[src/ado_pkg.sv]
package ado_pkg;
  // ==========================================================
  // Widths
  localparam int unsigned ADO_RES_W = 18;
  localparam int unsigned ADO_IQ_W = 24;
  localparam int unsigned ADO_WORD_W = 48;
  localparam int unsigned ADO_NCO_W = 24;
  localparam int unsigned ADO_LO_W = 16;
  localparam int unsigned ADO_PROD_W = 34;
  localparam int unsigned ADO_ACC_W = 28;
  localparam int unsigned ADO_PAD_W = 2;
  localparam int unsigned ADO_TEMP_W = 10;
  localparam int unsigned ADO_REG_W = 16;
  localparam int unsigned ADO_ADR_W = 8;
  localparam int unsigned ADO_WB_DW = 32;
  localparam int unsigned ADO_WB_AW = 8;
  // ==========================================================
  // Device register offsets, bank 1
  localparam logic [7:0] ADO_REG_FMT_AVG = 8'h0D;
  localparam logic [7:0] ADO_REG_TEMP_CTL = 8'h90;
  localparam logic [7:0] ADO_REG_TEMP_RES = 8'h91;
  localparam logic [7:0] ADO_REG_FCLK_INIT = 8'hC0;
  localparam logic [7:0] ADO_REG_REF_PWR = 8'hC1;
  localparam logic [7:0] ADO_REG_INIT_BC = 8'hC4;
  localparam logic [7:0] ADO_REG_OCLK_C = 8'hC5;
  localparam logic [7:0] ADO_REG_PH_LO = 8'hFC;
  localparam logic [7:0] ADO_REG_PH_FQ = 8'hFD;
  localparam logic [7:0] ADO_REG_FQ_HI = 8'hFE;
  localparam logic [15:0] ADO_REG_RST = 16'h0000;
  // ==========================================================
  // Field positions
  localparam int unsigned ADO_FMT_BIN_BIT = 0;
  localparam int unsigned ADO_RATIO_LSB = 2;
  localparam int unsigned ADO_AVG_EN_BIT = 6;
  localparam int unsigned ADO_DDC_EN_BIT = 7;
  localparam int unsigned ADO_FCLK_LSB = 7;
  localparam int unsigned ADO_INITA_LSB = 10;
  localparam int unsigned ADO_INITC_BIT = 1;
  localparam int unsigned ADO_INITB_LSB = 4;
  localparam int unsigned ADO_OCLKC_BIT = 9;
  localparam int unsigned ADO_REFPD_BIT = 4;
  localparam int unsigned ADO_FQ_LO_LSB = 8;
  // ==========================================================
  // Values
  localparam logic [15:0] ADO_TEMP_LOAD = 16'h4000;
  localparam logic [15:0] ADO_TEMP_END = 16'h0000;
  localparam logic [23:0] ADO_NCO_MASK = 24'hFFFFF0;
  localparam logic [17:0] ADO_SIGN_FLIP = 18'h20000;
  localparam logic [1:0] ADO_INITB_VAL = 2'h2;
  // ==========================================================
  // Host controller registers and commands
  localparam logic [7:0] ADO_HR_CMD = 8'h00;
  localparam logic [7:0] ADO_HR_ARG = 8'h04;
  localparam logic [7:0] ADO_HR_STAT = 8'h08;
  localparam int unsigned ADO_ARG_RATIO_LSB = 8;
  localparam int unsigned ADO_ARG_LANE2_BIT = 12;
  localparam int unsigned ADO_ARG_DDC_BIT = 13;
  localparam int unsigned ADO_ARG_BIN_BIT = 14;
  localparam int unsigned ADO_ARG_DATA_LSB = 16;
  localparam int unsigned ADO_STAT_BUSY_BIT = 16;

  typedef enum logic [2:0] {
    ADO_OP_NONE = 3'b000,
    ADO_OP_WRITE = 3'b001,
    ADO_OP_READ = 3'b010,
    ADO_OP_TEMP = 3'b011,
    ADO_OP_AVG = 3'b100,
    ADO_OP_SYNC = 3'b101,
    ADO_OP_EXTREF = 3'b110
  } ado_op_e;

  typedef enum logic [1:0] {
    ADO_HS_IDLE = 2'b00,
    ADO_HS_ISSUE = 2'b01,
    ADO_HS_WAIT = 2'b10
  } ado_hs_e;
endpackage

[src/ado_link_if.sv]
`timescale 1ns/100ps
`default_nettype none
interface ado_link_if;
  import ado_pkg::*;
  logic reg_wr;
  logic reg_rd;
  logic [ADO_ADR_W-1:0] reg_addr;
  logic [ADO_REG_W-1:0] reg_wdata;
  logic [ADO_REG_W-1:0] reg_rdata;
  logic reg_ack;
  logic sample_sync_in;
  logic [ADO_WORD_W-1:0] word_a;
  logic [ADO_WORD_W-1:0] word_b;
  logic word_valid;

  modport dev (
    input reg_wr, reg_rd, reg_addr, reg_wdata, sample_sync_in,
    output reg_rdata, reg_ack, word_a, word_b, word_valid
  );
  modport host (
    output reg_wr, reg_rd, reg_addr, reg_wdata, sample_sync_in,
    input reg_rdata, reg_ack, word_a, word_b, word_valid
  );
endinterface
`default_nettype wire

[src/ado_chan.sv]
`timescale 1ns/100ps
`default_nettype none
module ado_chan
  import ado_pkg::*;
(
  // Clock and reset
  input wire logic clk_sys_i,
  input wire logic reset_n_i,
  // Sample and oscillator tones
  input wire logic signed [ADO_RES_W-1:0] smp_i,
  input wire logic signed [ADO_LO_W-1:0] cos_i,
  input wire logic signed [ADO_LO_W-1:0] sin_i,
  // Controls
  input wire logic fmt_bin_i,
  input wire logic ddc_en_i,
  input wire logic avg_en_i,
  input wire logic sync_i,
  input wire logic [1:0] ratio_i,
  // Result
  output logic [ADO_WORD_W-1:0] word_o,
  output logic valid_o
);
  logic signed [ADO_PROD_W-1:0] prod_i, prod_q;
  logic signed [ADO_IQ_W-1:0] in_i, in_q, avg_i, avg_q, src_i, src_q;
  logic signed [ADO_ACC_W-1:0] acc_i, acc_q, sum_i, sum_q;
  logic [2:0] shift;
  logic [3:0] cnt, last;
  logic [ADO_RES_W-1:0] res;
  logic [ADO_WORD_W-1:0] pack;

  // ==========================================================
  // Mixer
  // complex mix with oscillator
  assign prod_i = smp_i * cos_i;
  assign prod_q = -(smp_i * sin_i);
  assign in_i = ddc_en_i ? prod_i[ADO_PROD_W-1 -: ADO_IQ_W] :
    {{(ADO_IQ_W-ADO_RES_W){smp_i[ADO_RES_W-1]}}, smp_i};
  assign in_q = ddc_en_i ? prod_q[ADO_PROD_W-1 -: ADO_IQ_W] :
    {ADO_IQ_W{1'b0}};

  // ==========================================================
  // Averaging
  assign shift = {1'b0, ratio_i} + 3'd1;
  assign last = (4'h1 << shift) - 4'h1;
  assign sum_i = acc_i + {{(ADO_ACC_W-ADO_IQ_W){in_i[ADO_IQ_W-1]}}, in_i};
  assign sum_q = acc_q + {{(ADO_ACC_W-ADO_IQ_W){in_q[ADO_IQ_W-1]}}, in_q};
  assign avg_i = ADO_IQ_W'(sum_i >>> shift);
  assign avg_q = ADO_IQ_W'(sum_q >>> shift);
  assign src_i = avg_en_i ? avg_i : in_i;
  assign src_q = avg_en_i ? avg_q : in_q;

  assign res = src_i[ADO_RES_W-1:0] ^ (fmt_bin_i ? ADO_SIGN_FLIP : '0);

  always_comb begin
    if (ddc_en_i) begin
      pack = {src_i, src_q};
    end else begin
      pack = {{(ADO_WORD_W-ADO_RES_W-ADO_PAD_W){1'b0}}, res,
        {ADO_PAD_W{1'b0}}};
    end
  end

  always_ff @(posedge clk_sys_i or negedge reset_n_i) begin
    if (!reset_n_i) begin
      acc_i <= '0;
      acc_q <= '0;
      cnt <= 4'h0;
      word_o <= '0;
      valid_o <= 1'b0;
    end else begin
      valid_o <= 1'b0;
      // Pass mode has no filter state, so sync must not drop a sample
      if (sync_i && avg_en_i) begin
        acc_i <= '0;
        acc_q <= '0;
        cnt <= 4'h0;
      end else if (avg_en_i) begin
        if (cnt == last) begin
          acc_i <= '0;
          acc_q <= '0;
          cnt <= 4'h0;
          word_o <= pack;
          valid_o <= 1'b1;
        end else begin
          acc_i <= sum_i;
          acc_q <= sum_q;
          cnt <= cnt + 4'h1;
        end
      end else begin
        acc_i <= '0;
        acc_q <= '0;
        cnt <= 4'h0;
        word_o <= pack;
        valid_o <= 1'b1;
      end
    end
  end
endmodule
`default_nettype wire

[src/ado_dev_end.sv]
// Function
// - Sample both channels on one edge
// - Format select binary or two's complement
// - Same code format on both channels
// - Reference power-down bit disables internal reference
// - Temperature result readable any time
// - Writing load command captures sensor result
// - Host reads result then ends sequence
// - Filter averages and lowers output rate
// - Sync pulse resets decimation filter
// - Host initializes filter before averaging
// - Ratio codes select averaging by two-sixteen
// - Mixer with 24-bit oscillator gives IQ
// - Each channel outputs 48-bit IQ word
// - One oscillator shared by both channels
// - Frequency word masked, accumulated per sample
// - Sync resets oscillator to initial phase
// - Initial phase word masked, full turn
// - Down-converter decimation by two-sixteen only; with averaging off the code outputs every mixed sample undecimated
// - Host init writes for decimation four-sixteen
// - Sync captured on falling clock edge
// - Two pad bits carry no data
`timescale 1ns/100ps
`default_nettype none
module ado_dev_end
  import ado_pkg::*;
(
  // Clock and reset
  input wire logic clk_sys_i,
  input wire logic reset_n_i,
  // Converter core
  input wire logic [ADO_RES_W-1:0] adc_a_i,
  input wire logic [ADO_RES_W-1:0] adc_b_i,
  input wire logic [ADO_TEMP_W-1:0] temp_code_i,
  output logic int_ref_en_o,
  // Link to host
  ado_link_if.dev lnk
);
  localparam logic [15:0] ADO_WAVE [0:8] = '{
    16'h0000, 16'h18F9, 16'h30FB, 16'h471C, 16'h5A82,
    16'h6A6D, 16'h7641, 16'h7D8A, 16'h7FFF
  };

  logic [ADO_REG_W-1:0] fmt_avg, temp_ctl, temp_res, fclk_init;
  logic [ADO_REG_W-1:0] ref_pwr, init_bc, oclk_c, ph_lo, ph_fq, fq_hi;
  logic [ADO_REG_W-1:0] rd_mux;
  logic [ADO_TEMP_W-1:0] temp_s1, temp_s2;
  logic [ADO_RES_W-1:0] smp_a, smp_b;
  logic sync_fall, sync_d, sync_d2, sync_pulse;
  logic [1:0] act_ratio;
  logic [3:0] ratio_fld;
  logic act_ddc;
  logic [ADO_NCO_W-1:0] act_freq, phase_word, nco_acc;
  logic signed [ADO_LO_W-1:0] lo_cos, lo_sin;
  logic valid_a, valid_b;

  function automatic logic signed [15:0] ado_wave(
    input logic [1:0] q,
    input logic [2:0] i
  );
    logic [15:0] mag;
    mag = q[0] ? ADO_WAVE[4'd8 - {1'b0, i}] : ADO_WAVE[{1'b0, i}];
    ado_wave = q[1] ? -$signed(mag) : $signed(mag);
  endfunction

  // ==========================================================
  // Register port
  always_ff @(posedge clk_sys_i or negedge reset_n_i) begin
    if (!reset_n_i) begin
      fmt_avg <= ADO_REG_RST;
      temp_ctl <= ADO_REG_RST;
      fclk_init <= ADO_REG_RST;
      ref_pwr <= ADO_REG_RST;
      init_bc <= ADO_REG_RST;
      oclk_c <= ADO_REG_RST;
      ph_lo <= ADO_REG_RST;
      ph_fq <= ADO_REG_RST;
      fq_hi <= ADO_REG_RST;
    end else if (lnk.reg_wr) begin
      case (lnk.reg_addr)
        ADO_REG_FMT_AVG: fmt_avg <= lnk.reg_wdata;
        ADO_REG_TEMP_CTL: temp_ctl <= lnk.reg_wdata;
        ADO_REG_FCLK_INIT: fclk_init <= lnk.reg_wdata;
        ADO_REG_REF_PWR: ref_pwr <= lnk.reg_wdata;
        ADO_REG_INIT_BC: init_bc <= lnk.reg_wdata;
        ADO_REG_OCLK_C: oclk_c <= lnk.reg_wdata;
        ADO_REG_PH_LO: ph_lo <= lnk.reg_wdata;
        ADO_REG_PH_FQ: ph_fq <= lnk.reg_wdata;
        ADO_REG_FQ_HI: fq_hi <= lnk.reg_wdata;
        default: ;
      endcase
    end
  end

  // Sensor code settles slowly and arrives unclocked
  always_ff @(posedge clk_sys_i or negedge reset_n_i) begin
    if (!reset_n_i) begin
      temp_s1 <= '0;
      temp_s2 <= '0;
      temp_res <= ADO_REG_RST;
    end else begin
      temp_s1 <= temp_code_i;
      temp_s2 <= temp_s1;
      if (lnk.reg_wr && lnk.reg_addr == ADO_REG_TEMP_CTL &&
          lnk.reg_wdata == ADO_TEMP_LOAD) begin
        temp_res <= {{(ADO_REG_W-ADO_TEMP_W){1'b0}}, temp_s2};
      end
    end
  end

  always_comb begin
    case (lnk.reg_addr)
      ADO_REG_FMT_AVG: rd_mux = fmt_avg;
      ADO_REG_TEMP_CTL: rd_mux = temp_ctl;
      ADO_REG_TEMP_RES: rd_mux = temp_res;
      ADO_REG_FCLK_INIT: rd_mux = fclk_init;
      ADO_REG_REF_PWR: rd_mux = ref_pwr;
      ADO_REG_INIT_BC: rd_mux = init_bc;
      ADO_REG_OCLK_C: rd_mux = oclk_c;
      ADO_REG_PH_LO: rd_mux = ph_lo;
      ADO_REG_PH_FQ: rd_mux = ph_fq;
      ADO_REG_FQ_HI: rd_mux = fq_hi;
      default: rd_mux = ADO_REG_RST;
    endcase
  end

  always_ff @(posedge clk_sys_i or negedge reset_n_i) begin
    if (!reset_n_i) begin
      lnk.reg_rdata <= ADO_REG_RST;
      lnk.reg_ack <= 1'b0;
    end else begin
      lnk.reg_ack <= lnk.reg_wr | lnk.reg_rd;
      if (lnk.reg_rd) begin
        lnk.reg_rdata <= rd_mux;
      end
    end
  end

  assign int_ref_en_o = ~ref_pwr[ADO_REFPD_BIT];

  // ==========================================================
  // Sync capture
  // latched on falling edge
  always_ff @(negedge clk_sys_i or negedge reset_n_i) begin
    if (!reset_n_i) begin
      sync_fall <= 1'b0;
    end else begin
      sync_fall <= lnk.sample_sync_in;
    end
  end

  always_ff @(posedge clk_sys_i or negedge reset_n_i) begin
    if (!reset_n_i) begin
      sync_d <= 1'b0;
      sync_d2 <= 1'b0;
    end else begin
      sync_d <= sync_fall;
      sync_d2 <= sync_d;
    end
  end
  assign sync_pulse = sync_d & ~sync_d2;

  // ==========================================================
  // Working settings
  assign ratio_fld = fmt_avg[ADO_RATIO_LSB +: 4];
  assign phase_word = {ph_fq[ADO_FQ_LO_LSB-1:0], ph_lo} & ADO_NCO_MASK;

  // Taking ratio and tuning only at sync keeps the two
  // channels and several devices on a common restart point
  always_ff @(posedge clk_sys_i or negedge reset_n_i) begin
    if (!reset_n_i) begin
      act_ratio <= 2'd0;
      act_ddc <= 1'b0;
      act_freq <= '0;
    end else if (sync_pulse) begin
      act_ratio <= (ratio_fld > 4'd3) ? 2'd3 : ratio_fld[1:0];
      act_ddc <= fmt_avg[ADO_DDC_EN_BIT];
      act_freq <= {fq_hi, ph_fq[ADO_REG_W-1:ADO_FQ_LO_LSB]} &
        ADO_NCO_MASK;
    end
  end

  // ==========================================================
  // Oscillator
  always_ff @(posedge clk_sys_i or negedge reset_n_i) begin
    if (!reset_n_i) begin
      nco_acc <= '0;
    end else if (sync_pulse) begin
      nco_acc <= phase_word;
    end else begin
      nco_acc <= nco_acc + act_freq;
    end
  end

  assign lo_sin = ado_wave(nco_acc[ADO_NCO_W-1 -: 2],
    nco_acc[ADO_NCO_W-3 -: 3]);
  assign lo_cos = ado_wave(nco_acc[ADO_NCO_W-1 -: 2] + 2'd1,
    nco_acc[ADO_NCO_W-3 -: 3]);

  // ==========================================================
  // Sampling
  always_ff @(posedge clk_sys_i or negedge reset_n_i) begin
    if (!reset_n_i) begin
      smp_a <= '0;
      smp_b <= '0;
    end else begin
      smp_a <= adc_a_i ^ ADO_SIGN_FLIP;
      smp_b <= adc_b_i ^ ADO_SIGN_FLIP;
    end
  end

  ado_chan u_chan_a (
    .clk_sys_i(clk_sys_i),
    .reset_n_i(reset_n_i),
    .smp_i(smp_a),
    .cos_i(lo_cos),
    .sin_i(lo_sin),
    .fmt_bin_i(fmt_avg[ADO_FMT_BIN_BIT]),
    .ddc_en_i(act_ddc),
    .avg_en_i(fmt_avg[ADO_AVG_EN_BIT]),
    .sync_i(sync_pulse),
    .ratio_i(act_ratio),
    .word_o(lnk.word_a),
    .valid_o(valid_a)
  );

  ado_chan u_chan_b (
    .clk_sys_i(clk_sys_i),
    .reset_n_i(reset_n_i),
    .smp_i(smp_b),
    .cos_i(lo_cos),
    .sin_i(lo_sin),
    .fmt_bin_i(fmt_avg[ADO_FMT_BIN_BIT]),
    .ddc_en_i(act_ddc),
    .avg_en_i(fmt_avg[ADO_AVG_EN_BIT]),
    .sync_i(sync_pulse),
    .ratio_i(act_ratio),
    .word_o(lnk.word_b),
    .valid_o(valid_b)
  );

  // Channels run in lockstep; a word is framed only when both agree
  assign lnk.word_valid = valid_a & valid_b;
endmodule
`default_nettype wire

[src/flat_wrapper.sv]
// flat-port wrapper written by rule: the top's interface ports become plain ports
module ado_dev_end_flat import ado_pkg::*;
  (clk_sys_i, reset_n_i, adc_a_i, adc_b_i, temp_code_i, int_ref_en_o, lnk_reg_wr, lnk_reg_rd, lnk_reg_addr, lnk_reg_wdata, lnk_sample_sync_in, lnk_reg_rdata, lnk_reg_ack, lnk_word_a, lnk_word_b, lnk_word_valid);
  ado_link_if lnk_i ();
  input wire logic clk_sys_i;
  input wire logic reset_n_i;
  input wire logic [ADO_RES_W-1:0] adc_a_i;
  input wire logic [ADO_RES_W-1:0] adc_b_i;
  input wire logic [ADO_TEMP_W-1:0] temp_code_i;
  output logic int_ref_en_o;
  input wire logic [$bits(lnk_i.reg_wr)-1:0] lnk_reg_wr;
  input wire logic [$bits(lnk_i.reg_rd)-1:0] lnk_reg_rd;
  input wire logic [$bits(lnk_i.reg_addr)-1:0] lnk_reg_addr;
  input wire logic [$bits(lnk_i.reg_wdata)-1:0] lnk_reg_wdata;
  input wire logic [$bits(lnk_i.sample_sync_in)-1:0] lnk_sample_sync_in;
  output wire logic [$bits(lnk_i.reg_rdata)-1:0] lnk_reg_rdata;
  output wire logic [$bits(lnk_i.reg_ack)-1:0] lnk_reg_ack;
  output wire logic [$bits(lnk_i.word_a)-1:0] lnk_word_a;
  output wire logic [$bits(lnk_i.word_b)-1:0] lnk_word_b;
  output wire logic [$bits(lnk_i.word_valid)-1:0] lnk_word_valid;
  assign lnk_i.reg_wr = lnk_reg_wr;
  assign lnk_i.reg_rd = lnk_reg_rd;
  assign lnk_i.reg_addr = lnk_reg_addr;
  assign lnk_i.reg_wdata = lnk_reg_wdata;
  assign lnk_i.sample_sync_in = lnk_sample_sync_in;
  assign lnk_reg_rdata = lnk_i.reg_rdata;
  assign lnk_reg_ack = lnk_i.reg_ack;
  assign lnk_word_a = lnk_i.word_a;
  assign lnk_word_b = lnk_i.word_b;
  assign lnk_word_valid = lnk_i.word_valid;
  ado_dev_end u_core (.clk_sys_i(clk_sys_i), .reset_n_i(reset_n_i), .adc_a_i(adc_a_i), .adc_b_i(adc_b_i), .temp_code_i(temp_code_i), .int_ref_en_o(int_ref_en_o), .lnk(lnk_i));
endmodule
[config.mk]
export PLATFORM = sky130hd
export DESIGN_NAME = ado_dev_end_flat
export DESIGN_NICKNAME = d
export VERILOG_FILES = /design/src/ado_pkg.sv /design/src/ado_link_if.sv /design/src/ado_chan.sv /design/src/ado_dev_end.sv /design/src/flat_wrapper.sv
export SDC_FILE = /design/constraint.sdc
export NUM_CORES = 2
export LEC_CHECK = 0
export BUFFER_PORTS_ARGS = -buffer_cell sky130_fd_sc_hd__buf_2
export CAP_MARGIN = 20
export CELL_PAD_IN_SITES_DETAIL_PLACEMENT = 0
export CELL_PAD_IN_SITES_GLOBAL_PLACEMENT = 1
export CORE_MARGIN = 8
export CORE_UTILIZATION = 56
export CTS_BUF_LIST = sky130_fd_sc_hd__clkbuf_4
export DETAILED_ROUTE_END_ITERATION = 8
export GPL_TIMING_DRIVEN = 0
export PLACE_DENSITY = 0.94
export SYNTH_ARGS = -nofsm -noshare
export SYNTH_HDL_FRONTEND = slang
export SYNTH_SLANG_ARGS = --single-unit
[constraint.sdc]
create_clock -name clk_sys_i -period 29.4 [get_ports clk_sys_i]
set_input_delay 7.35 -clock clk_sys_i [delete_from_list [all_inputs] [get_ports clk_sys_i]]
set_output_delay 7.35 -clock clk_sys_i [all_outputs]
set_load 0.005 [all_outputs]
# Yosys cells after proc, flatten, opt, wreduce, memory -nomap -nowiden
# Memories as Yosys holds them, arrays and structs flattened.
# Index checks and enable logic that the tools add are counted.
dict set report totals {
  mem_count 2
  inputBits 75
  word_cells 153
  register_bits 495
  mem_bits_ro 512
}
dict set report op_classes {
  n_reduce_logical 14
  eq_ne 15
  multipliers 4
  muxes 50
  add_sub_neg 15
  order_cmp 3
  bitwise 12
  shift 5
}
# memory depth width read_ports rd_ports_with_merged_regs wr line_no
set mem_list {}
lappend mem_list {{(no name shown)} 16 16 1 0 0 ado_dev_end.sv:62} ;# mag = q[0] ? ADO_WAVE[4'd8 - {1'b0, i}] : ADO_WAVE[{1'b0, i}];
lappend mem_list {{(no name shown)} 16 16 1 0 0 ado_dev_end.sv:62}
# cell count
set ops {}
lappend ops {{$mux 28} 12}
lappend ops {{$mux 48} 6}
lappend ops {{$mux 24} 9}
lappend ops {{$pmux 16 s10} 1}
lappend ops {{$mul 18x16->34} 4}
lappend ops {{$mux 16} 8}
lappend ops {{$add 28x28->28} 4}
lappend ops {{$sshr 28x3->24} 4}
lappend ops {{$eq 8x8->1 const B} 9}
lappend ops {{$neg 34->34} 2}
lappend ops {{$xor 18x18->18} 2}
lappend ops {{$neg 16->16} 2}
lappend ops {{$add 24x24->24} 1}
lappend ops {{$mux 4} 6}
lappend ops {{$reduce_and 2->1} 11}
lappend ops {{$mux 18} 1}
lappend ops {{$eq 16x15->1 const B} 1}
lappend ops {{$ge 5x5->1 const B} 2}
lappend ops {{$add 4x1->4 const B} 2}
lappend ops {{$eq 4x4->1} 2}
lappend ops {{$eq 8x4->1 const B} 1}
lappend ops {{$mux 1} 6}
lappend ops {{$not 1->1} 5}
lappend ops {{$not 3->5} 1}
lappend ops {{12 further kinds} 16}

# Depth between registers and ports, before layout
dict set report logic_depth {
  word_depth 17
  mapped_depth 56
  mapped_depth_nobuf 52
}

# Modules after synthesis
# From an unflattened synthesis, not the netlist that was laid out.
dict set report unflattened {
  hier_cells 8208
  area_unflattened_um2 75185.9
}
# mod area_each_um2 n_inst cells_each
set modules_own_cells {}
lappend modules_own_cells {{ado_chan at u_core.u_chan_b} 31189.9 1 3537}
lappend modules_own_cells {{ado_chan at u_core.u_chan_a} 30785.8 1 3481}
lappend modules_own_cells {ado_dev_end 13210.2 1 1190}

==> impl_metrics.py <==
metrics = {
    "run_status": {
        "status": "complete, but fails checks",
        "violations": "design-rule violations",
    },
    "die": {
        "initial_core_util": 0.565,
        "die_area_sq_um": 143000,
        "io_pins": 190,
        "coreArea_sq_um": 130000,
        "die_h_um": 378,
        "rows": 132,
        "die_w_um": 378,
    },
    "critical_path": {
        "cpLargestDelayFamily": "buffers and inverters",
        "critical_path_depth": 2,
        "endpoint": "u_core.sync_fall",
        "rrSetupSlack_ns": 12.17,
        "crit_path_cell_trace": "buf_8, buf_16",
        "worstPathRequired_ns": 15.83,
        "r2r_start": "u_core.nco_acc[20]",
        "cp_max_fo": 111,
        "cp-startpoint": "reset_n_i",
        "max_stage_delay_ns": 0.55,
        "slowest_stage": "buf_8",
        "path_buf_inv": 2,
        "cp-start-kind": "input port",
        "endpoint_kind": "asynchronous set/reset pin",
        "r2r-end": "u_core.u_chan_b.word_o[23]",
        "r2r_cells": 53,
        "path_class": "input port to asynchronous set/reset pin",
        "arrival_ns": 8.56,
    },
    "clocking": {
        "tritoncts": "yes",
        "clk_latency_ns": 1.13,
        "clk_path_buf_depth": 3,
        "cts_buffers": 144,
        "cts.sinks": 491,
        "cts_hold_buf": 0,
        "ctsRootBufferMaster": "clkbuf_4",
        "post_cts_resized": 0,
        "clk_pin_slew_ns": 0.06,
        "cts_max_level": 4,
        "post_cts_buffers": 0,
    },
    "placed_design": {
        "hpwl_um": 226000,
        "io_buffers": 171,
        "place_area_sq_um": 77000,
        "gp_congestion": 1.05,
    },
    "sta": {
        "hold_violations": 0,
        "rsz0062_at_grt": "false",
        "worst_pin_slew_ns": 1.31,
        "fin_skew_ns": 0.171,
        "slew_headroom": 0.128,
        "drv_slew": 0,
        "setup_viol": 0,
    },
    "logic_synthesis": {
        "ys_dominant_reg_cell": "dfrtp_1",
        "synth.area.top_cells": "fa_1 (31%), dfrtp_1 (17%), ha_1 (9.0%)",
        "synth_top_cell_by_area": "fa_1",
        "synth_top_cell_area_share": 0.315,
        "ys_seq_elements": 491,
        "ys_seq_area_frac": 0.168,
        "synthArstFlopShare": 1.00,
        "ys_types": 97,
        "synthCells": 8009,
        "synth_edf_count": 0,
        "synthesis.area_sq_um": 73300,
        "ys.warnings.count": 0,
        "synth_area_per_cell_sq_um": 9.15,
        "synth_nets": 9766,
    },
    "routing": {
        "num_vias": 62800,
        "drt_iter0_drc": 7299,
        "drc": 4,
        "wl_per_cell_um": 27.7,
        "viasPerCell": 6.13,
        "drtAntennaViolNets": 0,
        "wirelength_um": 284000,
        "drtPass1Iterations": 9,
    },
    "global_routing": {
        "gr-total-overflow": 0,
        "grt_max_degree": 117,
        "track_usage": 0.400,
        "grt_pass1_wl_um": 420000,
        "grt_pass1_vias": 64600,
        "grt_antenna_before_repair": 24,
    },
    "cells_and_area": {
        "final_cell_mix": "inv_1 (1391), fa_1 (1153), nand2_1 (978)",
        "final_layout_size_suffix_gt1_frac": 0.0900,
        "area_growth_syn_to_layout_pct": 7.84,
        "final_common_cell": "inv_1",
        "fin_area_sq_um": 79100,
        "nets": 10100,
    },
    "hold_path": {
        "hold_class": "register to register",
        "worstHoldStart": "u_core.temp_s1[6]",
    },
    "job": {
        "drv_cap": 0,
    },
}
-- metrics by stage --
step / setup TNS (ns) / instances / util / hold WS (ns) / setup WS, ns
6_report: 0 / 10300 / 0.610 / 0.306 / 7.27
3_3_place_gp: -3.69 / 9922 / 0.589 / 0.333 / -3.69
3_5_place_dp: 0 / 9956 / 0.594 / 0.336 / 6.24
2_1_floorplan: 0 / 8009 / - / 0.331 / 7.21
5_1_grt: 0 / 10200 / 0.609 / 0.321 / 7.10
4_1_cts: 0 / 10200 / 0.608 / 0.333 / 7.29
-- cells by family (layout without fill, tap and decap cells) --
group                    count (synthesis)  in the layout  share of synthesized area
multiplexers                           316            316                     0.0496
AND/OR/NAND/NOR                       2272           2272                      0.144
adder cells (fa/ha/maj)               1682           1682                      0.405
AO/OA/AOI/OAI                         1166           1166                      0.106
XOR/XNOR                               280            280                     0.0335
flip-flops                             491            491                      0.168
other                                    0             26                          0
buffers and inverters                 1802           2275                     0.0938
-- worst min path at each step --
| stage | endpoint | slack [ns] | cells past startpoint |
|---|---|---|---|
| 2_1_floorplan | u_core.temp_s2[0] | 0.33 | 0 |
| 4_1_cts | u_core.temp_s2[6] | 0.33 | 0 |
| 3_3_place_gp | u_core.temp_s2[0] | 0.33 | 0 |
| 5_1_grt | u_core.temp_s2[6] | 0.32 | 0 |
| 6_report | u_core.temp_s2[6] | 0.31 | 0 |
| 3_5_place_dp | u_core.temp_s2[3] | 0.34 | 0 |
-- Yosys cell counts, drive strengths merged (51+ instances only) --
library cell,n
inv,1392
fa,1153
nand2,978
ha,529
dfrtp,490
nor2,469
and2,412
clkbuf,355
a21oi,274
o21ai,254
mux2,205
xnor2,183
nor2b,127
a21o,99
xor2,97
mux2i,94
a211oi,57
o21a,56
nor3,54
buf,51
nand2b,51
-- flip-flops by register name, summed over array words and instances, names as in the netlist, 18 cells and up --
name	cells
u_core.u_chan_a.word_o	48
u_core.u_chan_b.word_o	48
u_core.u_chan_a.acc_i	28
u_core.u_chan_a.acc_q	28
u_core.u_chan_b.acc_i	28
u_core.u_chan_b.acc_q	28
u_core.act_freq	20
u_core.nco_acc	20
u_core.smp_a	18
u_core.smp_b	18
-- cell type report --
cell class,instances,area (sq um)
multi-input cells,5716,54300
fillers,11400,50600
flip-flops and latches,491,12300
inverters,1396,5240
well taps,1742,2180
plain buffers,406,1640
clock buffers,201,1510
repair buffers,216,1470
clock inverters,56,394
diodes,26,65.1
-- per-layer routing --
metal  GRT usage  vias up  share of wire
met5           0        -        0.00012
met4       0.263        6          0.083
met3       0.135     1089           0.13
met2       0.581     4102           0.42
met1       0.507    31400           0.37
li1            -    26300              -
-- worst reg2reg max path, delay by kind of cell (launching register included) --
kind	cells	cell delay [ns]
compound gates	23	6.86
fa+ha+maj	10	3.72
flops	1	0.45
xor+xnor	1	0.90
simple gates	7	1.56
buf+inv	12	3.58
Power is not shown: default switching activity piles up to over one toggle a cycle in this logic, so the estimate is an artifact.
